## src/pkg/assc_defines.vh

```
// assc_defines.vh - addresses, field positions and reset values of the
// angle short-stroke configuration block.
// assumes: included by bare name from every design file of the block.
`ifndef ASSC_DEFINES_VH
`define ASSC_DEFINES_VH

// configuration word addresses as seen by the programmer
`define ASSC_ADDR_PREGAIN 6'h3A
`define ASSC_ADDR_GAIN 6'h3B
`define ASSC_ADDR_LIMITS 6'h3C
`define ASSC_ADDR_CLAMPS 6'h3D
`define ASSC_ADDR_LOCK 6'h3E
`define ASSC_ADDR_CUSTOMER 6'h3F
`define ASSC_WORDS 3'h6
`define ASSC_LAST_LOAD 3'h4

// common layout of every word
`define ASSC_ECC_HI 31
`define ASSC_ECC_LO 26
`define ASSC_DATA_HI 25
`define ASSC_WORD_RESET 32'h00000000

// word 0x3A
`define ASSC_PREGAIN_HI 23
`define ASSC_PREGAIN_LO 12
// word 0x3B
`define ASSC_SS_BIT 25
`define ASSC_GAIN_HI 12
`define ASSC_GAIN_LO 0
// word 0x3C
`define ASSC_CE_BIT 25
`define ASSC_WRAP_BIT 24
`define ASSC_MAXIN_HI 23
`define ASSC_MAXIN_LO 12
`define ASSC_MININ_HI 11
`define ASSC_MININ_LO 0
// word 0x3D
`define ASSC_POSTOFF_HI 23
`define ASSC_POSTOFF_LO 12
`define ASSC_HCLAMP_HI 11
`define ASSC_HCLAMP_LO 6
`define ASSC_LCLAMP_HI 5
`define ASSC_LCLAMP_LO 0
// word 0x3E, store write lock
`define ASSC_LOCK_BIT 25

// angle arithmetic: 12-bit full circle, gain of one in 5.8 form
`define ASSC_ANGLE_MAX 12'hFFF
`define ASSC_GAIN_ONE 14'h0100
// one clamp code step, about one percent of full scale
`define ASSC_CLAMP_STEP 12'h02D

`endif

```

## src/logic/assc_nvm_store.v

```verilog
// assc_nvm_store.v - six-word configuration store with registered read.
// assumes: the caller never presents an index of six or seven and never
// reads and writes the same word in one cycle.
`timescale 1ns/10ps
`default_nettype none
`include "assc_defines.vh"

module assc_nvm_store (
  input wire clk,
  input wire rst,
  input wire wrEn,
  input wire [2:0] wrIdx,
  input wire [31:0] wrData,
  input wire rdEn,
  input wire [2:0] rdIdx,
  output reg [31:0] rdData
);

  reg [31:0] words_r [0:5];
  integer i;

  // all-zero words carry a valid check code, so reset leaves a clean store
  always @(posedge clk or posedge rst) begin
    if (rst) begin
      for (i = 0; i < 6; i = i + 1) begin
        words_r[i] <= `ASSC_WORD_RESET;
      end
    end else if (wrEn && wrIdx < `ASSC_WORDS) begin
      words_r[wrIdx] <= wrData;
    end
  end

  // read data come from a register, one cycle after the request
  always @(posedge clk or posedge rst) begin
    if (rst) begin
      rdData <= `ASSC_WORD_RESET;
    end else if (rdEn && rdIdx < `ASSC_WORDS) begin
      rdData <= words_r[rdIdx];
    end
  end

endmodule // assc_nvm_store

`default_nettype wire

```

## src/logic/assc_angle_proc.v

```verilog
// assc_angle_proc.v - configuration store access and angle post-processing.
// assumes: angle samples and access strobes come from logic on clk; the
// manchester-mode and high-voltage levels come from pins and are synchronised.
`timescale 1ns/10ps
`default_nettype none
`include "assc_defines.vh"

// Function
// - every store word is readable, but only while in manchester output mode
// - writes succeed only with lock clear and high-voltage pulses present
// - subtract the pre-gain zero adjust from every angle sample
// - short-stroke bit enables both gain and input limit checks
// - with short stroke, multiply corrected angle by one plus gain field
// - gain field is unsigned fixed point, five integer and eight fraction bits
// - clamp and wrap both off: output wraps at full circle
// - wrap only: output wraps between the low and high clamp limits
// - clamp only: output holds at the first clamp limit reached
// - both on: wrap at full circle, then limit to the clamps
// - flag when corrected angle exceeds maximum input limit, before gain
// - maximum input code all ones disables the maximum check
// - flag when corrected angle is below minimum input limit, before gain
// - minimum input code zero disables the minimum check
// - limit checks run only while short stroke is set
// - add signed post-gain offset after gain and limit checks
// - high clamp applies after gain and offset, one percent steps down
module assc_angle_proc (
  input wire clk,
  input wire rst,
  input wire [11:0] angleIn,
  input wire angleValid,
  input wire manchesterModeIn,
  input wire hvPulseIn,
  input wire [5:0] cfgAddr,
  input wire [31:0] cfgWrData,
  input wire cfgWrReq,
  input wire cfgRdReq,
  output reg [11:0] angleOut,
  output reg angleOutValid,
  output reg diagMaxOut,
  output reg diagMinOut,
  output reg [31:0] cfgRdData,
  output reg cfgRdValid,
  output reg cfgWrDone,
  output reg cfgRefused,
  output reg eccFixed,
  output reg eccDouble,
  output reg cfgReady,
  output reg storeWriteLock
);

  localparam [2:0] ST_LOAD = 3'b001;
  localparam [2:0] ST_RUN = 3'b010;
  localparam [2:0] ST_FOLD = 3'b100;

  // check bits of a 26-bit data field: five hamming bits plus overall parity
  function [5:0] eccGen;
    input [25:0] d;
    integer pos;
    integer k;
    integer b;
    reg [5:0] c;
    begin
      c = 6'h00;
      k = 0;
      for (pos = 1; pos < 32; pos = pos + 1) begin
        if ((pos & (pos - 1)) != 0) begin
          for (b = 0; b < 5; b = b + 1) begin
            if (pos[b]) c[b] = c[b] ^ d[k];
          end
          k = k + 1;
        end
      end
      c[5] = (^d) ^ (^c[4:0]);
      eccGen = c;
    end
  endfunction

  // returns {double error, corrected, data}; a single flip is repaired
  function [27:0] eccFix;
    input [31:0] w;
    integer pos;
    integer k;
    reg [25:0] d;
    reg [4:0] s;
    reg [5:0] g;
    reg pAll;
    begin
      d = w[`ASSC_DATA_HI:0];
      g = eccGen(d);
      // only the five position bits form the syndrome; bit five is parity
      s = g[4:0] ^ w[`ASSC_ECC_HI-1:`ASSC_ECC_LO];
      pAll = (^w[`ASSC_DATA_HI:0]) ^ (^w[`ASSC_ECC_HI:`ASSC_ECC_LO]);
      k = 0;
      for (pos = 1; pos < 32; pos = pos + 1) begin
        if ((pos & (pos - 1)) != 0) begin
          if (pAll && s == pos[4:0]) d[k] = ~d[k];
          k = k + 1;
        end
      end
      eccFix = {(s != 5'h00) && !pAll, pAll, d};
    end
  endfunction

  // clamp code to angle distance from the end of the scale
  function [11:0] clampOf;
    input [5:0] code;
    begin
      clampOf = {6'h00, code} * `ASSC_CLAMP_STEP;
    end
  endfunction

  reg [2:0] state_r;
  reg [2:0] state_nxt;
  reg [1:0] syncA_r;
  reg [1:0] syncB_r;
  reg [1:0] syncC_r;
  reg [1:0] pinLevel_r;
  reg [2:0] loadIdx_r;
  reg loadWait_r;
  reg progWait_r;
  reg [25:0] wordPre_r;
  reg [25:0] wordGain_r;
  reg [25:0] wordLim_r;
  reg [25:0] wordClamp_r;
  reg [11:0] foldV_r;
  reg [12:0] span_r;
  reg [11:0] foldBase_r;
  reg foldDx_r;
  reg foldDn_r;

  wire manchesterMode = pinLevel_r[0];
  wire hvPresent = pinLevel_r[1];
  wire [5:0] addrOff = cfgAddr - `ASSC_ADDR_PREGAIN;
  wire addrOk = (cfgAddr >= `ASSC_ADDR_PREGAIN) && (cfgAddr <= `ASSC_ADDR_CUSTOMER);
  wire [2:0] addrIdx = addrOff[2:0];
  wire inRun = state_r == ST_RUN;
  wire progRead = inRun && cfgRdReq && manchesterMode && addrOk;
  wire progWrite = inRun && cfgWrReq && !cfgRdReq && hvPresent && !storeWriteLock
    && addrOk;
  wire memRdEn = (state_r == ST_LOAD && !loadWait_r) || progRead;
  wire [2:0] memRdIdx = (state_r == ST_LOAD) ? loadIdx_r : addrIdx;
  wire [31:0] memRdData;
  wire [27:0] fixOut = eccFix(memRdData);
  wire [31:0] wrWord = {eccGen(cfgWrData[`ASSC_DATA_HI:0]), cfgWrData[`ASSC_DATA_HI:0]};

  assc_nvm_store store (
    .clk(clk),
    .rst(rst),
    .wrEn(progWrite),
    .wrIdx(addrIdx),
    .wrData(wrWord),
    .rdEn(memRdEn),
    .rdIdx(memRdIdx),
    .rdData(memRdData)
  );

  // three-stage pin synchroniser; a level counts once stages two and three agree
  always @(posedge clk or posedge rst) begin
    if (rst) begin
      syncA_r <= 2'h0;
      syncB_r <= 2'h0;
      syncC_r <= 2'h0;
      pinLevel_r <= 2'h0;
    end else begin
      syncA_r <= {hvPulseIn, manchesterModeIn};
      syncB_r <= syncA_r;
      syncC_r <= syncB_r;
      pinLevel_r <= (pinLevel_r & (syncB_r ^ syncC_r)) | (syncC_r & ~(syncB_r ^ syncC_r));
    end
  end

  // decoded fields of the working copy
  wire [11:0] preOff = wordPre_r[`ASSC_PREGAIN_HI:`ASSC_PREGAIN_LO];
  wire shortStroke = wordGain_r[`ASSC_SS_BIT];
  wire [12:0] gainField = wordGain_r[`ASSC_GAIN_HI:`ASSC_GAIN_LO];
  wire clampEn = wordLim_r[`ASSC_CE_BIT];
  wire wrapEn = wordLim_r[`ASSC_WRAP_BIT];
  wire [11:0] maxIn = wordLim_r[`ASSC_MAXIN_HI:`ASSC_MAXIN_LO];
  wire [11:0] minIn = wordLim_r[`ASSC_MININ_HI:`ASSC_MININ_LO];
  wire [11:0] postOff = wordClamp_r[`ASSC_POSTOFF_HI:`ASSC_POSTOFF_LO];
  wire [11:0] highLim = `ASSC_ANGLE_MAX - clampOf(wordClamp_r[`ASSC_HCLAMP_HI:`ASSC_HCLAMP_LO]);
  wire [11:0] lowLim = clampOf(wordClamp_r[`ASSC_LCLAMP_HI:`ASSC_LCLAMP_LO]);

  // processing chain, one combinational pass in the order listed
  reg [11:0] corr;
  reg [13:0] gainFull;
  reg [25:0] prod;
  reg [17:0] scaled;
  reg [19:0] postVal;
  reg [11:0] wrapped;
  reg [11:0] result;
  reg needFold;
  reg diagMax;
  reg diagMin;
  always @* begin
    corr = angleIn - preOff;
    diagMax = shortStroke && (corr > maxIn);
    diagMin = shortStroke && (corr < minIn);
    gainFull = `ASSC_GAIN_ONE + {1'b0, gainField};
    prod = corr * gainFull;
    scaled = shortStroke ? prod[25:8] : {6'h00, corr};
    postVal = {2'b00, scaled} + {{8{postOff[11]}}, postOff};
    wrapped = postVal[11:0];
    needFold = 1'b0;
    case ({clampEn, wrapEn})
      2'b00: result = wrapped;
      2'b01: begin
        result = wrapped - lowLim;
        needFold = highLim >= lowLim;
        if (!needFold) result = lowLim;
      end
      2'b10: begin
        // the unwrapped value tells which limit was reached first
        if (postVal[19]) result = lowLim;
        else if (postVal > {8'h00, highLim}) result = highLim;
        else if (wrapped < lowLim) result = lowLim;
        else result = wrapped;
      end
      2'b11: begin
        if (wrapped > highLim) result = highLim;
        else if (wrapped < lowLim) result = lowLim;
        else result = wrapped;
      end
      default: result = wrapped;
    endcase
  end

  // state sequencing: load the working copy, run, fold for clamp wrapping
  always @* begin
    state_nxt = state_r;
    case (state_r)
      ST_LOAD: begin
        if (loadWait_r && loadIdx_r == `ASSC_LAST_LOAD) state_nxt = ST_RUN;
      end
      ST_RUN: begin
        if (progWrite) state_nxt = ST_LOAD;
        else if (angleValid && needFold) state_nxt = ST_FOLD;
      end
      ST_FOLD: begin
        if ({1'b0, foldV_r} < span_r) state_nxt = ST_RUN;
      end
      default: state_nxt = ST_LOAD;
    endcase
  end

  always @(posedge clk or posedge rst) begin
    if (rst) state_r <= ST_LOAD;
    else state_r <= state_nxt;
  end

  // working copy refresh; every load starts over after a write
  always @(posedge clk or posedge rst) begin
    if (rst) begin
      loadIdx_r <= 3'h0;
      loadWait_r <= 1'b0;
      wordPre_r <= 26'h0000000;
      wordGain_r <= 26'h0000000;
      wordLim_r <= 26'h0000000;
      wordClamp_r <= 26'h0000000;
      storeWriteLock <= 1'b0;
    end else if (state_r == ST_LOAD) begin
      loadWait_r <= !loadWait_r;
      if (loadWait_r) begin
        loadIdx_r <= (loadIdx_r == `ASSC_LAST_LOAD) ? 3'h0 : loadIdx_r + 3'h1;
        case (loadIdx_r)
          3'h0: wordPre_r <= fixOut[25:0];
          3'h1: wordGain_r <= fixOut[25:0];
          3'h2: wordLim_r <= fixOut[25:0];
          3'h3: wordClamp_r <= fixOut[25:0];
          3'h4: storeWriteLock <= fixOut[`ASSC_LOCK_BIT];
          default: loadIdx_r <= 3'h0;
        endcase
      end
    end else begin
      loadIdx_r <= 3'h0;
      loadWait_r <= 1'b0;
    end
  end

  // programmer access answers; reserved bits are stored as written
  always @(posedge clk or posedge rst) begin
    if (rst) begin
      progWait_r <= 1'b0;
      cfgRdData <= `ASSC_WORD_RESET;
      cfgRdValid <= 1'b0;
      cfgWrDone <= 1'b0;
      cfgRefused <= 1'b0;
      eccFixed <= 1'b0;
      eccDouble <= 1'b0;
      cfgReady <= 1'b0;
    end else begin
      progWait_r <= progRead;
      cfgRdValid <= progWait_r;
      cfgWrDone <= progWrite;
      cfgRefused <= (cfgRdReq && !progRead) || (cfgWrReq && !progWrite);
      cfgReady <= state_nxt == ST_RUN;
      if (progWait_r) begin
        cfgRdData <= {memRdData[`ASSC_ECC_HI:`ASSC_ECC_LO], fixOut[25:0]};
      end
      // check flags follow every store read, both load and programmer
      if (progWait_r || (state_r == ST_LOAD && loadWait_r)) begin
        eccFixed <= fixOut[26];
        eccDouble <= fixOut[27];
      end
    end
  end

  // sample path; a sample arriving while folding or loading is dropped
  always @(posedge clk or posedge rst) begin
    if (rst) begin
      angleOut <= 12'h000;
      angleOutValid <= 1'b0;
      diagMaxOut <= 1'b0;
      diagMinOut <= 1'b0;
      foldV_r <= 12'h000;
      span_r <= 13'h0001;
      foldBase_r <= 12'h000;
      foldDx_r <= 1'b0;
      foldDn_r <= 1'b0;
    end else begin
      angleOutValid <= 1'b0;
      if (inRun && angleValid && !progWrite) begin
        if (needFold) begin
          // diagnostics wait for the folded angle so both appear together
          foldV_r <= result;
          foldBase_r <= lowLim;
          span_r <= {1'b0, highLim} - {1'b0, lowLim} + 13'h0001;
          foldDx_r <= diagMax;
          foldDn_r <= diagMin;
        end else begin
          angleOut <= result;
          angleOutValid <= 1'b1;
          diagMaxOut <= diagMax;
          diagMinOut <= diagMin;
        end
      end else if (state_r == ST_FOLD) begin
        // repeated subtraction trades latency for no divider
        if ({1'b0, foldV_r} >= span_r) begin
          foldV_r <= foldV_r - span_r[11:0];
        end else begin
          angleOut <= foldBase_r + foldV_r;
          angleOutValid <= 1'b1;
          diagMaxOut <= foldDx_r;
          diagMinOut <= foldDn_r;
        end
      end
    end
  end

endmodule // assc_angle_proc

`default_nettype wire

```

## config.mk

```make
export PLATFORM = sky130hd
export DESIGN_NAME = assc_angle_proc
export DESIGN_NICKNAME = d
export VERILOG_FILES = /design/src/logic/assc_nvm_store.v /design/src/logic/assc_angle_proc.v
export VERILOG_INCLUDE_DIRS = /design/src /design/src/pkg
export SDC_FILE = /design/constraint.sdc
export NUM_CORES = 2
export LEC_CHECK = 0
export BUFFER_PORTS_ARGS = -buffer_cell sky130_fd_sc_hd__buf_2
export CAP_MARGIN = 10
export CELL_PAD_IN_SITES_DETAIL_PLACEMENT = 1
export CELL_PAD_IN_SITES_GLOBAL_PLACEMENT = 1
export CORE_MARGIN = 5
export CORE_UTILIZATION = 30
export DETAILED_ROUTE_END_ITERATION = 7
export GPL_ROUTABILITY_DRIVEN = 0
export GPL_TIMING_DRIVEN = 0
export PLACE_DENSITY_LB_ADDON = 0.25
export REMOVE_ABC_BUFFERS = 1
export SLEW_MARGIN = 15
export SYNTH_ARGS = -nofsm -noshare
export SYNTH_HDL_FRONTEND = slang
export SYNTH_SLANG_ARGS = --single-unit
```

## constraint.sdc

```tcl
create_clock -name clk -period 20.6 [get_ports clk]
set_clock_uncertainty 0.15 [all_clocks]
set_input_delay 2.06 -clock clk [delete_from_list [all_inputs] [get_ports clk]]
set_output_delay 2.06 -clock clk [all_outputs]
set_load 0.02 [all_outputs]
```

==> results.md <==
| Parameter | Value |
| --- | --- |
| Die height | 330 µm |
| Area share of the largest cell type after synthesis | 0.332 |
| Cell at the root of the clock tree | clkbuf_16 |
| Share of the clock period used by the worst path | 0.744 |
| Overall die area | 109000 µm² |
| Overall via count from detail_route | 23400 |
| Number of distinct standard cells referenced by the synthesized netlist | 93 |
| Routed wire length per instance | 20.0 µm |
| Later-pin clock latency in the skew report | 0.61 ns |
| Register area | 10200 µm² |
| Sink Count | 409 |
| Overall Global Routing Usage | 0.177 |
| Vias per Instance | 4.89 |
| Timing-limited maximum frequency | 65.2 MHz |
| Worst endpoint required time | 20.89 ns |
| Final setup vio count | 0 |
| Total non-filler cell area in the finished layout | 34900 µm² |
| Synth warnings | 0 |
| Cts hold-fix bufs | 0 |
| Max Fanout on Critical Path | 19 |
| Crit path kind | in2reg |
| Number of global-route vias before repair | 24600 |
| Number of primary I/O pins | 111 |
| Slew at the pin with the worst max-slew slack | 1.18 ns |
| Area leader, netlist | dfrtp_1 |
| Setup crit end kind | flip-flop |
| Maximum buffer depth of the clock tree | 3 |
| Core area | 102000 µm² |
| Wire length of the first global-routing pass | 150000 µm |
| Number of failing hold endpoints at the final stage | 0 |
| Async SR Flop Fraction | 1.00 |
| Worst setup path startpoint | angleIn[0] |
| Synthesized area divided by synthesized cell count | 9.14 µm² |
| Flip-flop cell with the highest count after synthesis | dfrtp_1 |
| Final ANT Viol Nets | 0 |
| Post-CTS resize count | 0 |
| Total negative slack | 0 ns |
| Max-Slew Margin vs Limit | 0.212 |
| Quantity of I/O buffers inserted on ports | 104 |
| Drt first-iter violations | 1146 |
| Top area cells in the synthesized netlist | dfrtp_1 33%, ha_1 9.7%, fa_1 9.2% |
| Core Util, Final | 0.344 |
| Class of the most critical hold timing path | reg2reg |
| Final-layout fill cell count | 11800 |
| Leading post-synthesis cells by instance count | 577 x nand2_1, 407 x dfrtp_1, 328 x inv_1 |
| Netlist area before placement | 30600 µm² |
| Final critical path time including I/O delays and setup | 15.33 ns |
| Count of final max-slew check failures | 0 |
| CTS clk-pin slew, worst paths | 0.06 ns |
| Die Width | 330 µm |
| Number of flops mapped to enable cells by yosys | 0 |
| Core Rows | 117 |
| Post-synthesis sequential area ratio | 0.334 |
| Largest stage delay, worst path | 0.86 ns |
| Global route overflow | 0 |
| Area of the multi-input gates | 18700 µm² |
| Critical Path Slowest Stage Cell | o21ai_2 |
| Total Wirelength | 95900 µm |
| Area grow syn2layout | 14.0% |
| Initial cell density of the core | 0.302 |
| Number of levels the H-tree was split into | 2 |
| Top-count cell post-synth | nand2_1 |
| DRC violations left | 0 |
| Maximum capacitance violations | 0 |
| Source of the worst register-to-register timing path | wordPre_r[12] |
| Count of mapped cells out of synthesis | 3352 |
| Initial antenna violation count | 4 |
| Arrival time of the worst setup path | 15.62 ns |
| Hold wc startpoint | syncA_r[0] |
| Number of optimization iterations in the first detailed-route pass | 6 |
| RSZ-0062 raised after global routing | false |
| Layout cell share with drive strength beyond 1 | 0.137 |
| Num CTS Buffers | 49 |
| CTS tree | yes |
| Layout net count | 3823 |
| Detailed placer's ending HPWL | 72600 µm |
| Post-CTS Setup Bufs | 0 |
| Type of origin of the critical path | input port |
| Maximum number of pins on one net before global-route repair | 104 |
| Result of the run | completed |
| Number of synthesized register bits | 409 |
| DP Area | 33300 µm² |
==> sequential cells by signal, summed over array words and instances, names as in the netlist, 3 cells and up, named ones only <==
| register | count |
|---|---|
| store.words_r | 192 |
| cfgRdData | 32 |
| store.rdData | 32 |
| wordLim_r | 26 |
| wordClamp_r | 24 |
| wordGain_r | 14 |
| span_r | 13 |
| angleOut | 12 |
| foldBase_r | 12 |
| foldV_r | 12 |
| wordPre_r | 12 |
| loadIdx_r | 3 |
| state_r | 3 |
==> layer usage <==
layer | up-vias | global-route usage | wire length, µm
met4 | 4 | 0.0363 | 2040
met1 | 11700 | 0.240 | 44000
met2 | 293 | 0.305 | 46900
li1 | 11300 | - | -
met3 | 95 | 0.0207 | 2890
met5 | - | 0 | 34
==> worst max-delay path: cells and delay by family <==
kind            cells  cell delay [ns]
compound gates     19             5.57
mux                 1             0.29
buf+inv             7             0.94
fa+ha+maj          10             4.10
xor+xnor            3             0.83
simple gates        8             1.83
==> logic make-up (layout without fill, tap and decap cells) <==
logic type,count (synthesis),count (layout),synth area share
compound gates,601,601,0.125
xor+xnor,223,223,0.0651
fa+ha+maj,381,381,0.190
buf+inv,489,559,0.0607
flops,409,409,0.334
mux,203,203,0.0740
other cells,0,1,0
simple gates,1046,1046,0.151
==> final cells by class <==
cell class                      instances  share of cell area
Multi-Input combinational cell       2454               0.537
Timing Repair Buffer                  143              0.0386
Clock inverter                         15             0.00502
Clock buffer                           71              0.0418
Tap cell                             1368              0.0490
Inverter                              330              0.0357
Sequential cell                       409               0.293
Antenna cell                            1           0.0000717
==> worst paths after layout <==
path                                           end  slack (ns)  cells after the start
max in group asynchronous            wordPre_r[14]       17.69                      4
worst max-delay path                    foldV_r[8]        5.27                     48
worst max register to register          foldV_r[8]        6.52                     46
min in group asynchronous       store.words_r[153]        1.27                      2
worst min-delay path                    syncB_r[0]        0.21                      0
worst min register to register          syncB_r[0]        0.21                      0
==> metrics by stage <==
| stage | hold slack [ns] | cells | setup WS [ns] |
|---|---|---|---|
| floorplan | 0.181 | 3193 | 7.01 |
| global placement | 0.186 | 4665 | 1.19 |
| detailed placement | 0.188 | 4704 | 4.59 |
| CTS | 0.211 | 4790 | 5.22 |
| global route | 0.213 | 4790 | 4.43 |
| finish | 0.209 | 4791 | 5.27 |
==> cells in the final DEF, fill, tap and decap left out, drive strengths merged, types with 5 or more instances in the layout <==
master  synthesis  final
mux2          188    188
inv           328    331
clkbuf        145     71
or3             8      8
nor2          157    157
nand4          15     15
o31ai          10     10
nor2b          22     22
fa            141    141
nand2b         28     28
mux2i          15     15
ha            238    238
xor2           49     49
and2           65     65
xnor2         171    171
o21bai         18     18
dfrtp         407    407
o21a           22     22
a311oi          5      5
a21o           27     27
clkinv          2     10
nand3          93     93
nor3b           7      7
or2             5      5
a21boi         10     10
a211oi         12     12
o21ai         225    225
a31oi          34     34
a21oi         118    118
nand2         577    577
and3           12     12
o22ai          11     11
o41ai           6      6
a32oi          32     32
buf            14    143
nor3           36     36
o211ai         14     14
Power is left out: the tool's default activity adds up to more than one toggle a clock period on the data nets, which glitch-free logic cannot reach.
